$ cat src/common/flash_fe_pkg.sv
// Shared constants, types and decode functions for the serial flash front end.
package flash_fe_pkg;

	// ------------------------------------------------------------
	// Framing and address layout
	// ------------------------------------------------------------
	localparam int OPCODE_BITS  = 8;
	localparam int ADDR_BITS    = 24;
	localparam int FRAME_BITS   = OPCODE_BITS + ADDR_BITS;
	localparam int PAGE_W       = 13;
	localparam int OFFS_W       = 10;
	localparam int STD_PAGE_LSB = 10;
	localparam int BIN_PAGE_LSB = 9;
	localparam int SECTORS      = 64;
	localparam int SECTOR_SHIFT = 7;
	localparam int CNT_W        = 6;
	localparam int TIMER_W      = 16;
	localparam int DCNT_W       = 7;

	// ------------------------------------------------------------
	// Opcodes (arbitrary values)
	// ------------------------------------------------------------
	localparam logic [7:0] OP_PAGE_PROG     = 8'h10;
	localparam logic [7:0] OP_BYTE_PROG     = 8'h11;
	localparam logic [7:0] OP_ERASE_PAGE    = 8'h20;
	localparam logic [7:0] OP_ERASE_BLOCK   = 8'h21;
	localparam logic [7:0] OP_ERASE_SECTOR  = 8'h22;
	localparam logic [7:0] OP_ERASE_CHIP    = 8'h23;
	localparam logic [7:0] OP_PROT_ENABLE   = 8'h30;
	localparam logic [7:0] OP_SECTOR_FREEZE = 8'h31;
	localparam logic [7:0] OP_MAP_WRITE     = 8'h32;
	localparam logic [7:0] OP_STATUS_READ   = 8'h40;

	// ------------------------------------------------------------
	// Status byte bit positions
	// ------------------------------------------------------------
	localparam int ST_BIT_BUSY = 7;
	localparam int ST_BIT_WP   = 6;
	localparam int ST_BIT_SWEN = 5;
	localparam int ST_BIT_BIN  = 4;
	localparam int ST_BIT_SEEN = 3;

	typedef enum logic [3:0] {
		K_NONE, K_PAGE_PROG, K_BYTE_PROG, K_ERASE_PAGE, K_ERASE_BLOCK,
		K_ERASE_SECTOR, K_ERASE_CHIP, K_PROT_ENABLE, K_SECTOR_FREEZE,
		K_MAP_WRITE, K_STATUS
	} cmd_kind_e;

	typedef struct packed {
		logic              valid;
		cmd_kind_e         kind;
		logic [PAGE_W-1:0] page_number_bits;
		logic [OFFS_W-1:0] byte_in_page_bits;
		logic [OFFS_W-1:0] buffer_offset;
	} flash_cmd_s;

	typedef struct packed {
		logic cs_n;
		logic sck;
		logic si;
		logic wp_n;
		logic reset_n;
	} spi_pins_s;

	localparam spi_pins_s PINS_IDLE = '{cs_n: 1'h1, sck: 1'h0, si: 1'h0, wp_n: 1'h1,
		reset_n: 1'h1};

	// ------------------------------------------------------------
	// Decode functions
	// ------------------------------------------------------------
	function automatic cmd_kind_e opcode_kind(input logic [7:0] op);
		cmd_kind_e k;
		k = K_NONE;
		if (op == OP_PAGE_PROG) k = K_PAGE_PROG;
		else if (op == OP_BYTE_PROG) k = K_BYTE_PROG;
		else if (op == OP_ERASE_PAGE) k = K_ERASE_PAGE;
		else if (op == OP_ERASE_BLOCK) k = K_ERASE_BLOCK;
		else if (op == OP_ERASE_SECTOR) k = K_ERASE_SECTOR;
		else if (op == OP_ERASE_CHIP) k = K_ERASE_CHIP;
		else if (op == OP_PROT_ENABLE) k = K_PROT_ENABLE;
		else if (op == OP_SECTOR_FREEZE) k = K_SECTOR_FREEZE;
		else if (op == OP_MAP_WRITE) k = K_MAP_WRITE;
		else if (op == OP_STATUS_READ) k = K_STATUS;
		return k;
	endfunction

	function automatic logic is_prog_erase(input cmd_kind_e k);
		return (k == K_PAGE_PROG) || (k == K_BYTE_PROG) || (k == K_ERASE_PAGE) ||
			(k == K_ERASE_BLOCK) || (k == K_ERASE_SECTOR) || (k == K_ERASE_CHIP);
	endfunction

	// Real address bits sit right-justified; leading dummy bits are dropped.
	function automatic flash_cmd_s decode_addr(input logic [ADDR_BITS-1:0] a,
		input logic bin, input cmd_kind_e k);
		flash_cmd_s c;
		c = '0;
		c.kind = k;
		if (bin) begin
			c.page_number_bits  = a[BIN_PAGE_LSB +: PAGE_W];
			c.byte_in_page_bits = {1'h0, a[BIN_PAGE_LSB-1:0]};
		end else begin
			c.page_number_bits  = a[STD_PAGE_LSB +: PAGE_W];
			c.byte_in_page_bits = a[STD_PAGE_LSB-1:0];
		end
		c.buffer_offset = c.byte_in_page_bits;
		return c;
	endfunction

endpackage

$ cat src/logic/pin_sync.sv
// Two-stage synchroniser for the serial flash pins.
`timescale 1ns/1ps
module pin_sync
	import flash_fe_pkg::*;
(
	input  wire logic      i_clock,
	input  wire logic      i_rst,
	input  wire logic      i_ce,
	input  wire spi_pins_s i_pins,
	output spi_pins_s      o_pins
);

	typedef struct packed {
		spi_pins_s meta;
		spi_pins_s sync;
	} sync_s;

	sync_s s;
	sync_s next_s;

	// The first stage feeds only the second one.
	always_comb begin
		next_s      = s;
		next_s.meta = i_pins;
		next_s.sync = s.meta;
	end

	// Idle pin levels at reset hold write-protect deasserted until the sampled pins have passed through both stages.
	always_ff @(posedge i_clock) begin
		if (i_rst) begin
			s <= '{meta: PINS_IDLE, sync: PINS_IDLE};
		end else if (i_ce) begin
			s <= next_s;
		end
	end

	assign o_pins = s.sync;

endmodule

$ cat src/logic/serial_flash_front_end.sv
// Serial flash front end: framing, protection, reset and address decode.
`timescale 1ns/1ps
// ------------------------------------------------------------
// Behaviour
// - Serial output changes on clock falling edges
// - Output tri-stated while chip deselected
// - Write-protect blocks protected sectors always
// - Protect map frozen after write-protect low
// - Program/erase under write-protect does nothing
// - Enable and freeze work under write-protect
// - Floating write-protect counts as deasserted (code: wp_n reads high only while in reset, nothing pulls it up after)
// - Reset pin aborts, control returns idle
// - Held in reset while pin low
// - Power-on reset needs no pin sequencing
// - All fields shift most significant first
// - Three address bytes with dummy bits
// - Standard pages: 13 page, 10 offset
// - Binary pages: 13 page, 9 offset
// - Page/byte program, four erase granularities
// - Input sampled on rising edges only
// - Self-timed cycle completes before standby
// ------------------------------------------------------------
module serial_flash_front_end
	import flash_fe_pkg::*;
#(
	parameter logic [TIMER_W-1:0] PROG_CYCLES = 16'h03E8
) (
	input  wire logic      i_clock,
	input  wire logic      i_rst,
	input  wire logic      i_ce,
	input  wire spi_pins_s i_pins,
	input  wire logic      i_binary_page,
	output logic           o_so,
	output logic           o_so_oe,
	output flash_cmd_s     o_cmd,
	output logic           o_blocked,
	output logic           o_busy,
	output logic           o_sw_protect
);

	// ------------------------------------------------------------
	// State
	// ------------------------------------------------------------
	typedef enum logic [2:0] {ST_IDLE, ST_SHIFT, ST_DATA, ST_IGNORE, ST_BUSY} fe_state_e;

	typedef struct packed {
		fe_state_e            st;
		logic [CNT_W-1:0]     cnt;
		logic [FRAME_BITS-1:0] sr;
		logic [7:0]           out_sr;
		logic [SECTORS-1:0]   shadow;
		logic [DCNT_W-1:0]    data_cnt;
		logic [SECTORS-1:0]   map;
		logic [SECTORS-1:0]   frozen;
		logic                 sw_en;
		logic                 wp_seen;
		logic                 prev_sck;
		logic                 prev_cs;
		cmd_kind_e            kind;
		logic [TIMER_W-1:0]   timer;
		logic                 so;
		logic                 so_oe;
		logic                 blocked;
		logic                 busy;
		flash_cmd_s           cmd;
	} fe_s;

	fe_s       s;
	fe_s       next_s;
	spi_pins_s pins;
	logic      rise;
	logic      fall;
	logic      cs_fall;
	logic      cs_rise;
	flash_cmd_s dec;
	logic [PAGE_W-SECTOR_SHIFT-1:0] sec;
	logic      prot;
	logic [7:0] op_now;

	pin_sync u_sync (
		.i_clock (i_clock),
		.i_rst   (i_rst),
		.i_ce    (i_ce),
		.i_pins  (i_pins),
		.o_pins  (pins)
	);

	// ------------------------------------------------------------
	// Next-state logic
	// ------------------------------------------------------------
	always_comb begin
		next_s = s;
		next_s.cmd.valid = 1'h0;
		next_s.blocked = 1'h0;
		next_s.prev_sck = pins.sck;
		next_s.prev_cs = pins.cs_n;
		rise = pins.sck && !s.prev_sck;
		fall = !pins.sck && s.prev_sck;
		cs_fall = !pins.cs_n && s.prev_cs;
		cs_rise = pins.cs_n && !s.prev_cs;
		op_now = {s.sr[OPCODE_BITS-2:0], pins.si};
		dec = decode_addr(s.sr[ADDR_BITS-1:0], i_binary_page, s.kind);
		sec = dec.page_number_bits[PAGE_W-1:SECTOR_SHIFT];
		if (s.kind == K_ERASE_CHIP) begin
			prot = (|s.frozen) || (s.sw_en && (|s.map));
		end else begin
			prot = s.frozen[sec] || (s.sw_en && s.map[sec]);
		end
		next_s.so_oe = !pins.cs_n;
		if (!pins.wp_n) begin
			next_s.wp_seen = 1'h1;
		end
		case (s.st)
			ST_IDLE: begin
				if (cs_fall) begin
					next_s.st = ST_SHIFT;
					next_s.cnt = '0;
					next_s.data_cnt = '0;
				end
			end
			ST_SHIFT: begin
				if (cs_rise) begin
					next_s.st = ST_IDLE;
				end else if (rise) begin
					next_s.sr = {s.sr[FRAME_BITS-2:0], pins.si};
					next_s.cnt = s.cnt + 1'h1;
					if (s.cnt == CNT_W'(OPCODE_BITS - 1)) begin
						next_s.kind = opcode_kind(op_now);
						if (next_s.kind == K_NONE) begin
							next_s.st = ST_IGNORE;
						end else if (next_s.kind == K_STATUS) begin
							next_s.out_sr = '0;
							next_s.out_sr[ST_BIT_BUSY] = s.busy;
							next_s.out_sr[ST_BIT_WP] = !pins.wp_n;
							next_s.out_sr[ST_BIT_SWEN] = s.sw_en;
							next_s.out_sr[ST_BIT_BIN] = i_binary_page;
							next_s.out_sr[ST_BIT_SEEN] = s.wp_seen;
							next_s.st = ST_DATA;
						end else if (next_s.kind == K_PROT_ENABLE) begin
							next_s.st = ST_DATA;
						end
					end else if (s.cnt == CNT_W'(FRAME_BITS - 1)) begin
						next_s.st = ST_DATA;
					end
				end
			end
			ST_DATA: begin
				if (cs_rise) begin
					next_s.st = ST_IDLE;
					if (is_prog_erase(s.kind)) begin
						if (!pins.wp_n || prot) begin
							next_s.blocked = 1'h1;
						end else begin
							next_s.cmd = dec;
							next_s.cmd.valid = 1'h1;
							next_s.st = ST_BUSY;
							next_s.timer = '0;
						end
					end else if (s.kind == K_PROT_ENABLE) begin
						next_s.sw_en = 1'h1;
					end else if (s.kind == K_SECTOR_FREEZE) begin
						next_s.frozen[sec] = 1'h1;
					end else if (s.kind == K_MAP_WRITE) begin
						if (!next_s.wp_seen && s.data_cnt >= DCNT_W'(SECTORS)) begin
							next_s.map = s.shadow;
						end
					end
				end else begin
					if (rise) begin
						next_s.shadow = {s.shadow[SECTORS-2:0], pins.si};
						if (s.data_cnt != '1) begin
							next_s.data_cnt = s.data_cnt + 1'h1;
						end
					end
					// Mode 0 and mode 3 both see a stable bit across the next rise.
					if (fall) begin
						next_s.so = s.out_sr[7];
						next_s.out_sr = {s.out_sr[6:0], s.out_sr[7]};
					end
				end
			end
			ST_IGNORE: begin
				if (cs_rise) begin
					next_s.st = ST_IDLE;
				end
			end
			ST_BUSY: begin
				// Frames during the internal cycle are not seen; standby waits for it.
				next_s.timer = s.timer + 1'h1;
				if (s.timer == PROG_CYCLES - 1'h1) begin
					next_s.st = ST_IDLE;
				end
			end
			default: next_s.st = ST_IDLE;
		endcase
		// Protection state survives a pin reset; only the control path is aborted.
		if (!pins.reset_n) begin
			next_s.st = ST_IDLE;
			next_s.cnt = '0;
			next_s.timer = '0;
			next_s.kind = K_NONE;
			next_s.blocked = 1'h0;
			next_s.cmd.valid = 1'h0;
		end
		next_s.busy = (next_s.st == ST_BUSY);
	end

	always_ff @(posedge i_clock) begin
		// Chip select is remembered as deselected so reset shows no false edge.
		if (i_rst) begin
			s         <= '0;
			s.prev_cs <= 1'h1;
		end else if (i_ce) begin
			s <= next_s;
		end
	end

	assign o_so         = s.so;
	assign o_so_oe      = s.so_oe;
	assign o_cmd        = s.cmd;
	assign o_blocked    = s.blocked;
	assign o_busy       = s.busy;
	assign o_sw_protect = s.sw_en;

	// ------------------------------------------------------------
	// Checks
	// ------------------------------------------------------------
	a_so_on_fall: assert property (@(posedge i_clock) disable iff (i_rst || !i_ce)
		$changed(o_so) |-> $past(fall))
		else $error("Serial output changed without a clock falling edge.");

	a_deselect_hiz: assert property (@(posedge i_clock) disable iff (i_rst || !i_ce)
		pins.cs_n |=> !o_so_oe)
		else $error("Serial output driven while deselected.");

	a_wp_blocks_op: assert property (@(posedge i_clock) disable iff (i_rst || !i_ce)
		(s.st == ST_DATA && cs_rise && is_prog_erase(s.kind) && !pins.wp_n && pins.reset_n)
		|=> (o_blocked && !o_cmd.valid))
		else $error("Program or erase accepted under write-protect.");

	a_map_locked: assert property (@(posedge i_clock) disable iff (i_rst || !i_ce)
		s.wp_seen |=> $stable(s.map))
		else $error("Protect map changed after write-protect went low.");

	a_block_to_idle: assert property (@(posedge i_clock) disable iff (i_rst || !i_ce)
		o_blocked |-> (s.st == ST_IDLE && !o_busy))
		else $error("Blocked command did not return to idle.");

	a_enable_under_wp: assert property (@(posedge i_clock) disable iff (i_rst || !i_ce)
		(s.st == ST_DATA && cs_rise && s.kind == K_PROT_ENABLE && pins.reset_n)
		|=> o_sw_protect)
		else $error("Protection enable not taken.");

	a_reset_pin_idle: assert property (@(posedge i_clock) disable iff (i_rst || !i_ce)
		!pins.reset_n |=> (s.st == ST_IDLE && !o_busy && !o_cmd.valid))
		else $error("Reset pin did not return control to idle.");

	a_busy_after_cmd: assert property (@(posedge i_clock) disable iff (i_rst || !i_ce)
		(o_cmd.valid && pins.reset_n) |-> o_busy ##1 o_busy)
		else $error("Accepted command did not start its internal cycle.");

	a_bin_decode: assert property (@(posedge i_clock) disable iff (i_rst || !i_ce)
		(o_cmd.valid && i_binary_page) |-> (o_cmd.byte_in_page_bits[OFFS_W-1] == 1'h0))
		else $error("Binary page offset wider than nine bits.");

endmodule

$ cat config.mk
export PLATFORM = sky130hd
export DESIGN_NAME = serial_flash_front_end
export DESIGN_NICKNAME = d
export VERILOG_FILES = /design/src/common/flash_fe_pkg.sv /design/src/logic/pin_sync.sv /design/src/logic/serial_flash_front_end.sv
export SDC_FILE = /design/constraint.sdc
export NUM_CORES = 1
export LEC_CHECK = 0
export ABC_AREA = 0
export BUFFER_PORTS_ARGS = -buffer_cell sky130_fd_sc_hd__buf_2
export CAP_MARGIN = 15
export CORE_MARGIN = 5
export CORE_UTILIZATION = 50
export CTS_BUF_LIST = sky130_fd_sc_hd__clkbuf_4
export CTS_CLUSTER_SIZE = 30
export DETAILED_ROUTE_END_ITERATION = 8
export HOLD_SLACK_MARGIN = 0.12
export MAX_ROUTING_LAYER = met4
export PLACE_DENSITY_LB_ADDON = 0.25
export SLEW_MARGIN = 5
export SYNTH_ARGS = -nofsm -noshare
export SYNTH_HDL_FRONTEND = slang
export SYNTH_SLANG_ARGS = --single-unit
$ cat constraint.sdc
create_clock -name i_clock -period 4.21 [get_ports i_clock]
set_clock_uncertainty 0.2 [all_clocks]
set_input_delay 0.6315 -clock i_clock [delete_from_list [all_inputs] [get_ports i_clock]]
set_output_delay 0.6315 -clock i_clock [all_outputs]
set_load 0.02 [all_outputs]
==> results of run 1 <==
-- how the worst min path moves through the flow --
stage          startpoint            to  slack, ns  cells past startpoint
6_report           s[264]        s[193]       0.25                      2
5_1_grt            s[264]        s[193]       0.27                      2
4_1_cts              i_ce  o_sw_protect       0.21                      5
3_5_place_dp       s[264]        s[193]       0.24                      2
3_3_place_gp       s[264]        s[193]       0.24                      2
2_1_floorplan      s[264]        s[193]       0.23                      2
-- routing by layer --
metal | GRT usage (%) | part of all wire (%) | vias to the layer above
met5 | - | 0 | -
met4 | 8.58 | 3.1 | 0
met3 | 4.76 | 6.0 | 96
met2 | 34.6 | 45 | 392
met1 | 30.2 | 46 | 5682
li1 | - | - | 5974
-- registers in the layout, indices dropped and copies added, names as in the netlist --
signal and count:
o_cmd 28, u_sync.next_s 5, u_sync.o_pins 5, o_blocked 1, s 251, o_sw_protect 1
op_now 7, o_busy 1, o_so_oe 1, dec 4, o_so 1
-- stage by stage --
| step | instance area (um2) | utilization (%) | total power, uW | instances | setup WS (ns) |
|---|---|---|---|---|---|
| 2_1_floorplan | 13500 | - | 3040 | 1697 | 0.806 |
| 3_3_place_gp | 13700 | 51.2 | 3070 | 1965 | 0.198 |
| 3_5_place_dp | 13700 | 51.2 | 3070 | 1965 | 0.110 |
| 4_1_cts | 14700 | 55.0 | 5570 | 2099 | 0.401 |
| 5_1_grt | 14800 | 55.1 | 5750 | 2102 | 0.124 |
| 6_report | 14800 | 55.1 | 5500 | 2102 | 0.327 |
-- repair_timing --
action | in CTS | in global routing
hold buffers | 5 | 0
endpoints found under the hold margin | 5 | 0
endpoints found under the setup margin | 0 | 0
-- layout by cell type (no fill, tap or decap), drive strengths merged, types with 20 or more instances in the layout --
cell type  instances
a21oi            256
clkbuf           113
buf               81
a22oi             23
nand3             21
nor2             127
mux2i             56
nand2            400
dfxtp            305
nor3              32
nor4              40
o21ai             20
-- cell families after synthesis --
kind of cell / share of synthesized area, %
AO/OA/AOI/OAI: 17.5
XOR/XNOR: 0.453
adder cells (fa/ha/maj): 0.277
buffers and inverters: 6.16
flip-flops: 45.1
multiplexers: 5.23
AND/OR/NAND/NOR: 25.3
-- worst max-delay path, delay by kind of cell (launching register included) --
| kind | cells | cell delay [ns] |
|---|---|---|
| DFF | 1 | 0.66 |
| and+or+nand+nor | 3 | 1.10 |
| AOI/OAI and AO/OA | 5 | 1.67 |
| buffers and inverters | 1 | 0.17 |
-- layout make-up --
type | instances | area, um2 | area share [%]
timing repair buffer | 87 | 597 | 4.04
clock buffer | 112 | 841 | 5.69
sequential | 305 | 6110 | 41.3
antenna | 2 | 5.00 | 0.0339
tap | 341 | 427 | 2.89
inverter | 13 | 48.8 | 0.330
multi-input combinational | 1225 | 6620 | 44.8
clock inverter | 17 | 124 | 0.839
-- power by group --
group | switching (uW) | internal [uW]
combinational | 78.2 | 28.3
sequential | 7.98 | 2890
clock | 1160 | 1340
==> metrics.md, run 1 <==
| Metric | Value |
|---|---|
| Status | complete, no violations |
| CP Capture Type | flip-flop |
| Max Clk Rate | between 200 and 300 MHz |
| WS Path Type | reg2reg |
| Final RePlAce weighted congestion | 0.916 |
| Dpl hpwl | about 23000 um |
| Longest Clk Path Bufs | 3 |
| Post-synth cell types | 79 |
| Synth Cell Area | 13500 um2 |
| Rows | 60 |
| Clk root buf | clkbuf_4 |
| Synthesis-to-layout area growth | 9.08% |
| Top cells by count, synth | nand2_1, dfxtp_1, a21oi_1 |
| CTS tree | done |
| Vias per inst | 5.78 |
| CP startpoint | s[290] |
| Core area | 26800 um2 |
| Layout cell share with drive strength beyond 1 | 13.6% |
| # DRC | 0 |
| Worst Hold Class | reg2reg |
| Nets@finish | 1723 |
| Slew Viols, Final | 0 |
| CTS Buf Count | 79 |
| Filler Cell Count | between 2000 and 3000 |
| Slowest-stage cell, CP | dfxtp_1 |
| Pin count of the biggest net entering global routing | roughly 180 |
| Routed Wire Length | between 30000 and 40000 um |
| WP data arrival | ~4.3 ns |
| Final hold slack | approximately 0.25 ns |
| PortBufs | 51 |
| First-pass GRT wire length | about 57000 um |
| Final-report hold violation count | 0 |
| I/O pins | 52 |
| Slew @ Worst Pin | 0.990 ns |
| TNS Setup | 0 ns |
| Crit path to | s[44] |
| CP startpoint kind | flip-flop |
| Synth area leaders | dfxtp_1, nand2_1, a21oi_1 |
| Largest stage delay, worst path | about 0.66 ns |
| Overflow after GRT | 0 |
| Critical R2R Capture | s[44] |
| Post-CTS sizing | 0 |
| Syn_nets | 1709 |
| Initial antenna violation count | 2 |
| Min Tclk post-route | around 3.9 ns |
| RSZ-0062 raised after global routing | false |
| Async SR Flop Fraction | 0% |
| CP max FO | 17 |
| Ys Warns | 0 |
| CP required | roughly 4.6 ns |
| Die Span Y | between 150 and 200 um |
| Tcrit/Tclk final | 92.2% |
| Leading area contributor after synthesis | dfxtp_1 |
| Die W | about 170 um |
| Synth Instances | 1697 |
| Initial core utilization | around half |
| Clk_lat worst skew | just under 0.7 ns |
| Synthesis-stage register bit count | ~310 |
| Synth Area per Inst | around 8.0 um2 |
| Top_reg_cell synth | dfxtp_1 |
| Lkg Pwr | 0.00520 uW |
| GR Util All Layers | about 23% |
| CP Cell Sequence | or2_1 -> buf_4 -> o32a_1 -> o22ai_1 -> o41a_1 -> a311o_1 -> nor4_2 -> nor3_2 -> a311oi_1 |
| Most frequent cell after synthesis | nand2_1 |
| Clock-pin slew of the registers on the worst-case setup and hold paths | around 0.070 ns |
| H-tree depth | 3 |
| Peak supply drop | roughly 0.22 mV |
| Post-CTS Setup Inserts | 0 |
| Power Density | 372 nW/um2 |
| Clk sinks | 305 |
| DR iter-0 viols | between 900 and 1000 |
| Cell count of the worst reg-to-reg path | 9 |
| DRT Pass-1 Iters | 7 |
| Per-cell routed wire length | 16.6 um |
| EDFF count, synth | 0 |
| Register area share after synthesis | a little under half |
| Max-Cap Viols | 0 |
| Vias in the first global route | around 11000 |
| Die area | roughly 30000 um2 |
| Slew HR | between 30% and 40% |
| Launching point of the worst reg2reg path | s[290] |
| Antenna-violating nets left | 0 |
| Yosys top cell area share | between 40% and 50% |
| R2r setup slk | 0.33 ns |
| Setup-failing EPs final | 0 |
| DR vias | 12144 |
No activity file was read; power rests on OpenSTA's default activity.
==> inputs of run 2 (changes only) <==
--- a/config.mk
+++ b/config.mk
@@ -10,7 +10,7 @@
 export CAP_MARGIN = 15
 export CORE_MARGIN = 5
 export CORE_UTILIZATION = 50
-export CTS_BUF_LIST = sky130_fd_sc_hd__clkbuf_4
+export CTS_BUF_LIST = sky130_fd_sc_hd__clkbuf_16
 export CTS_CLUSTER_SIZE = 30
 export DETAILED_ROUTE_END_ITERATION = 8
 export HOLD_SLACK_MARGIN = 0.12
==> run 2 against run 1 <==
Compared with the run above:
- cell area rose by 0.55%
- maximum frequency rose by 0.41%
- critical endpoint unchanged
- critical path depth unchanged
- largest cell class unchanged
==> metrics.md, run 2 (synthesis results as in run 1) <==
| Metric | Value |
|---|---|
| I/O pins | 52 (unchanged) |
| Vias in the first global route | 10833 (was 11331) |
| Launching point of the worst reg2reg path | s[290] (unchanged) |
| DRT Pass-1 Iters | 6 (was 7) |
| Vias per inst | 5.88 (was 5.78) |
| TNS Setup | 0 ns (unchanged) |
| Initial core utilization | 50.5% (unchanged) |
| H-tree depth | 2 (was 3) |
| Slew Viols, Final | 0 (unchanged) |
| CP startpoint | s[290] (unchanged) |
| Top Metal Used | met4 (unchanged) |
| CTS Buf Count | 34 (was 79) |
| Per-cell routed wire length | 16.9 um (was 16.6 um) |
| Final-report hold violation count | 0 (unchanged) |
| Lkg Pwr | 0.00517 uW (was 0.00520 uW) |
| Clk root buf | clkbuf_16 (was clkbuf_4) |
| Core area | 26800 um2 (unchanged) |
| Status | complete, no violations (unchanged) |
| Dpl hpwl | 22700 um (unchanged) |
| Critical R2R Capture | s[44] (unchanged) |
| Most frequent cells in the layout | nand2_1, dfxtp_1, a21oi_1 (unchanged) |
| Routed wl met2 | 15400 um (was 15500 um) |
| CP startpoint kind | flip-flop (unchanged) |
| DR iter-0 viols | 1108 (was 989) |
| DR vias | 11939 (was 12144) |
| Rows | 60 (unchanged) |
| Die Span Y | 175 um (unchanged) |
| Setup-failing EPs final | 0 (unchanged) |
| DRT met1 WL | 15900 um (was 16100 um) |
| Overflow after GRT | 0 (unchanged) |
| Initial antenna violation count | 1 (was 2) |
| GR Util All Layers | 22.4% (was 22.8%) |
| Final cell count without fillers | 2029 (was 2102) |
| Power Density | 396 nW/um2 (was 372 nW/um2) |
| Pin count of the biggest net entering global routing | 179 (unchanged) |
| Synthesis-to-layout area growth | 9.68% (was 9.08%) |
| PortBufs | 51 (unchanged) |
| Antenna-violating nets left | 0 (unchanged) |
| Total placed cells including tap cells | 1965 (unchanged) |
| Hold Startpoint | i_pins[0] (was s[264]) |
| Largest reg by FF count | s (unchanged) |
| Commonest non-fill, non-tap cell in the layout | nand2_1 (unchanged) |
| Hold Path End | u_sync.next_s[0] (was s[193]) |
| WS Path Type | reg2reg (unchanged) |
| Final RePlAce weighted congestion | 0.916 (unchanged) |
| Die W | 175 um (unchanged) |
| Min Tclk post-route | 3.87 ns (was 3.88 ns) |
| CTS tree | done (unchanged) |
| Tcrit/Tclk final | 91.9% (was 92.2%) |
| Tot Pwr | 5880 uW (was 5500 uW) |
| Post-CTS sizing | 0 (unchanged) |
| Largest register FFs | 251 (unchanged) |
| Die area | 30500 um2 (unchanged) |
| Finished Cell Area | 14900 um2 (was 14800 um2) |
| Placed cell area | 13700 um2 (unchanged) |
| Post-CTS Hold Buffers | 0 (was 5) |
| RSZ-0062 raised after global routing | false (unchanged) |
| Max-Cap Viols | 0 (unchanged) |
| Slew @ Worst Pin | 0.979 ns (was 0.990 ns) |
| Peak supply drop | 0.295 mV (was 0.221 mV) |
| Clk sinks | 305 (unchanged) |
| CP max FO | 17 (unchanged) |
| Longest Clk Path Bufs | 3 (unchanged) |
| Max Clk Rate | 259 MHz (was 258 MHz) |
| Clk_lat worst skew | 0.51 ns (was 0.69 ns) |
| Cell count of the worst reg-to-reg path | 9 (unchanged) |
| WHS Path Cells | 3 (was 2) |
| First-pass GRT wire length | 56200 um (was 57200 um) |
| Nets@finish | 1673 (was 1723) |
| Routed Wire Length | 34300 um (was 34800 um) |
| # DRC | 0 (unchanged) |
| CP Capture Type | flip-flop (unchanged) |
| Clock-pin slew of the registers on the worst-case setup and hold paths | 0.06 ns (was 0.07 ns) |
| Worst Hold Class | in2reg (was reg2reg) |
| CP required | 4.42 ns (was 4.60 ns) |
| Met3 WL | 2140 um (was 2090 um) |
| R2r setup slk | 0.34 ns (was 0.33 ns) |
| WP data arrival | 4.08 ns (was 4.27 ns) |
| Layout cell share with drive strength beyond 1 | 10.2% (was 13.6%) |
| Post-CTS Setup Inserts | 0 (unchanged) |
| Slew HR | 34.4% (was 33.6%) |
run 2: cell types whose count changed in the layout (fill, tap and decap cells not counted):
cell and change:
clkbuf_16 +37, clkbuf_4 -112, dlygate4sd3_1 -5, inv_2 -1
clkinv_2 +7, inv_1 +4, clkinv_1 -4, diode_2 -1
clkinv_4 +1, inv_6 +1
run 2: through the flow:
stage	setup slack [ns]	hold WS (ns)	utilization [%]
after floorplan	0.806	0.232	-
after global placement	0.198	0.236	51.2
after detailed placement	0.110	0.243	51.2
after CTS	0.386	0.124	55.3
after global routing	0.162	0.145	55.4
final	0.343	0.140	55.4
run 2: final cells by class:
type / count / area [um2]
clock buffer: 37 / 926
clock inverter: 25 / 173
fill: 2503 / 11900
multi-input combinational: 1225 / 6620
inverter: 13 / 48.8
tap: 341 / 427
antenna: 1 / 2.50
timing repair buffer: 82 / 547
sequential: 305 / 6110
run 2: power by group:
group | internal [uW] | switching, uW | total [uW]
sequential | 2890 | 7.91 | 2900
combinational | 25.3 | 77.2 | 103
clock | 1710 | 1170 | 2880
total | 4630 | 1260 | 5880
run 2: worst max path at each step:
| stage | endpoint | slack (ns) | cells past startpoint |
|---|---|---|---|
| finish | s[44] | 0.34 | 9 |
| global route | s[49] | 0.16 | 9 |
| CTS | s[44] | 0.39 | 9 |
| detailed placement | s[49] | 0.11 | 10 |
| global placement | s[42] | 0.20 | 9 |
| floorplan | o_cmd[27] | 0.81 | 11 |
run 2: per-layer routing:
layer	up-vias	global-route usage [%]
met5	-	-
met4	0	6.48
met3	77	3.24
met2	402	34.4
met1	5626	30.9
li1	5834	-
run 2: worst max-delay path, stage by stage, from the launching register on:
cell,delay [ns]
dfxtp_1,0.48
buf_4,0.29
mux2i_4,0.51
mux2i_1,0.16
a22oi_1,0.24
a21boi_1,0.11
or4b_4,0.53
nor4_2,0.66
nor3_2,0.31
a311oi_1,0.28
==> inputs of run 3 (changes only) <==
--- a/config.mk
+++ b/config.mk
@@ -5,7 +5,7 @@
 export SDC_FILE = /design/constraint.sdc
 export NUM_CORES = 1
 export LEC_CHECK = 0
-export ABC_AREA = 0
+export ABC_AREA = 1
 export BUFFER_PORTS_ARGS = -buffer_cell sky130_fd_sc_hd__buf_2
 export CAP_MARGIN = 15
 export CORE_MARGIN = 5
@@ -16,6 +16,7 @@
 export HOLD_SLACK_MARGIN = 0.12
 export MAX_ROUTING_LAYER = met4
 export PLACE_DENSITY_LB_ADDON = 0.25
+export REMOVE_ABC_BUFFERS = 1
 export SLEW_MARGIN = 5
 export SYNTH_ARGS = -nofsm -noshare
 export SYNTH_HDL_FRONTEND = slang
==> run 3 against run 2 <==
Compared with the run above:
- first-iteration DRC count down 9.4%
- synthesized area up 3.3%
- register-to-register slack better by 0.78 ns
- count of clock-buffer cells in the layout down 6
- total power up 5.6%
- die area up 3.2%
- non-clock buffer count up 5
- clock power up 6%
==> metrics.md, run 3 <==
| Metric | Value |
|---|---|
| Status | complete, no violations (unchanged) |
| Top_reg_cell synth | dfxtp_1 (unchanged) |
| Max Clk Rate | 324 MHz (was 259 MHz) |
| Final-report hold violation count | 0 (unchanged) |
| I/O pins | 52 (unchanged) |
| Synth area leaders | dfxtp_1, nand2_1, nor2_1 (was dfxtp_1, nand2_1, a21oi_1) |
| Tcrit/Tclk final | 73.4% (was 91.9%) |
| WP data arrival | 3.29 ns (was 4.08 ns) |
| CP required | 4.41 ns (was 4.42 ns) |
| Antenna-violating nets left | 0 (unchanged) |
| H-tree depth | 1 (was 2) |
| Pre-CTS WS | 0.563 ns (was 0.110 ns) |
| Slew @ Worst Pin | 0.985 ns (was 0.979 ns) |
| CP startpoint kind | input pin (was flip-flop) |
| Post-CTS Hold Buffers | 5 (was 0) |
| Async SR Flop Fraction | 0% (unchanged) |
| Slew Viols, Final | 0 (unchanged) |
| Power Density | 401 nW/um2 (was 396 nW/um2) |
| EDFF count, synth | 0 (unchanged) |
| DR iter-0 viols | 1004 (was 1108) |
| Post-CTS Setup Inserts | 0 (unchanged) |
| Longest Clk Path Bufs | 3 (unchanged) |
| CTS Buf Count | 31 (was 34) |
| Layout cell share with drive strength beyond 1 | 8.37% (was 10.2%) |
| Largest register FFs | 251 (unchanged) |
| Worst Hold Class | reg2reg (was in2reg) |
| Synth Cell Area | 14000 um2 (was 13500 um2) |
| PortBufs | 51 (unchanged) |
| Synthesis-stage register bit count | 305 (unchanged) |
| Routed Wire Length | 32200 um (was 34300 um) |
| Max-Cap Viols | 0 (unchanged) |
| Synth Area per Inst | 6.95 um2 (was 7.98 um2) |
| CP Cell Sequence | buf_2 -> buf_4 -> nand2_1 -> nand2_1 -> buf_4 -> nor2_2 -> nand3_1 -> nand2_1 -> o21ai_0 -> nand3_1 -> nor2_1 -> nand2_1 -> nand2_1 -> nand2_2 -> nand2_2 -> nand2_4 -> nand2_2 -> nand2_1 -> a21oi_1 (was buf_4 -> mux2i_4 -> mux2i_1 -> a22oi_1 -> a21boi_1 -> or4b_4 -> nor4_2 -> nor3_2 -> a311oi_1) |
| Clock-pin slew of the registers on the worst-case setup and hold paths | 0.06 ns (about the same) |
| Die W | 177 um (was 175 um) |
| Synthesis-to-layout area growth | 10.6% (was 9.68%) |
| Most frequent cell after synthesis | nand2_1 (unchanged) |
| Synth Instances | 2014 (was 1697) |
| Initial antenna violation count | 0 (was 1) |
| Nets@finish | 2005 (was 1673) |
| TNS Setup | 0 ns (unchanged) |
| Clk sinks | 305 (unchanged) |
| DR vias | 12459 (was 11939) |
| Post-CTS sizing | 0 (unchanged) |
| Slew HR | 34.3% (was 34.4%) |
| Clk root buf | clkbuf_16 (unchanged) |
| CTS tree | done (unchanged) |
| Rows | 61 (was 60) |
| Lkg Pwr | 0.00640 uW (was 0.00517 uW) |
| Vias per inst | 5.20 (was 5.88) |
| Largest stage delay, worst path | 0.30 ns (was 0.66 ns) |
| CP max FO | 26 (was 17) |
| Die Span Y | 177 um (was 175 um) |
| Core area | 27700 um2 (was 26800 um2) |
| Setup-failing EPs final | 0 (unchanged) |
| Slowest-stage cell, CP | nor2_2 (was nor4_2) |
| RSZ-0062 raised after global routing | false (unchanged) |
| Initial core utilization | 50.5% (about the same) |
| Pin count of the biggest net entering global routing | 106 (was 179) |
| Final RePlAce weighted congestion | 0.904 (was 0.916) |
| Peak supply drop | 0.486 mV (was 0.295 mV) |
| Die area | 31400 um2 (was 30500 um2) |
| WS Path Type | in2reg (was reg2reg) |
| # DRC | 0 (unchanged) |
| CP Capture Type | flip-flop (unchanged) |
| Clk_lat worst skew | 0.57 ns (was 0.51 ns) |
| Min Tclk post-route | 3.09 ns (was 3.87 ns) |
| Overflow after GRT | 0 (unchanged) |
| Finished Cell Area | 15500 um2 (was 14900 um2) |
| Dpl hpwl | 21100 um (was 22700 um) |
| Yosys top cell area share | 43.6% (was 45.1%) |
| Post-route setup slack | 1.12 ns (was 0.343 ns) |
| Leading area contributor after synthesis | dfxtp_1 (unchanged) |
| DRT Pass-1 Iters | 5 (was 6) |
| First-pass GRT wire length | 53700 um (was 56200 um) |
| CP most frequent cell | nand2_1 |
| Post-synth cell types | 46 (was 79) |
| Ys Warns | 0 (unchanged) |
| Largest reg by FF count | s (unchanged) |
| # diodes | 0 (was 1) |
| Commonest non-fill, non-tap cell in the layout | nand2_1 (unchanged) |
| Vias in the first global route | 11151 (was 10833) |
| Per-cell routed wire length | 13.4 um (was 16.9 um) |
| Placed cell area | 14300 um2 (was 13700 um2) |
| Top cells by count, synth | nand2_1, dfxtp_1, nor2_1 (was nand2_1, dfxtp_1, a21oi_1) |
| GR Util All Layers | 20.5% (was 22.4%) |
| Most frequent cells in the layout | nand2_1, dfxtp_1, nor2_1 (was nand2_1, dfxtp_1, a21oi_1) |
| Register area share after synthesis | 43.6% (was 45.1%) |
## run 3: worst paths after layout
| path | from | end | slack, ns | cells after the start |
|---|---|---|---|---|
| max | i_binary_page | s[44] | 1.12 | 19 |
| min | o_cmd[36] | o_cmd[36] | 0.26 | 2 |
| max reg2reg | s[290] | s[44] | 1.12 | 18 |
| min reg2reg | o_cmd[36] | o_cmd[36] | 0.26 | 2 |
## run 3: worst max-delay path: cells and delay by family
kind	cells	cell delay [ns]
buf+inv	3	0.64
simple gates	14	1.83
compound gates	2	0.16
## run 3: layout make-up
class | count | area, um2
Clock buffer | 31 | 776
Clock inverter | 27 | 365
Fill cell | 2591 | 12200
Inverter | 217 | 818
Multi-Input combinational cell | 1351 | 6320
Sequential cell | 305 | 6110
Tap cell | 378 | 473
Timing Repair Buffer | 87 | 619
## run 3: metrics by stage
stage | utilization, % | hold WS, ns | cells | total power (uW)
3_3_place_gp | 51.5 | 0.241 | 2332 | 3220
5_1_grt | 55.9 | 0.277 | 2396 | 6440
3_5_place_dp | 51.5 | 0.247 | 2332 | 3220
2_1_floorplan | - | 0.226 | 1873 | 3120
4_1_cts | 55.8 | 0.256 | 2395 | 6280
6_report | 55.9 | 0.257 | 2396 | 6210
## run 3: kinds of logic after synthesis
logic type	share of synthesized area (%)
AO/OA/AOI/OAI	17.5
XOR/XNOR	0.250
adder cells (fa/ha/maj)	0.268
buffers and inverters	11.3
flip-flops	43.6
AND/OR/NAND/NOR	27.0
## run 3: where the power goes
group	leakage [uW]	internal, uW	switching, uW
combinational	0.00337	66.7	174
clock	0.000567	1890	1150
sequential	0.00246	2910	17.9
total	0.00640	4870	1350
## run 3: per-layer routing
layer	vias to the layer above	share of wire, %	global-route usage [%]	routed length (um)
li1	6512	-	-	-
met4	0	1.5	4.25	478
met5	-	0	-	0
met2	278	45	32.4	14400
met3	37	5.4	2.45	1750
met1	5632	48	28.7	15600
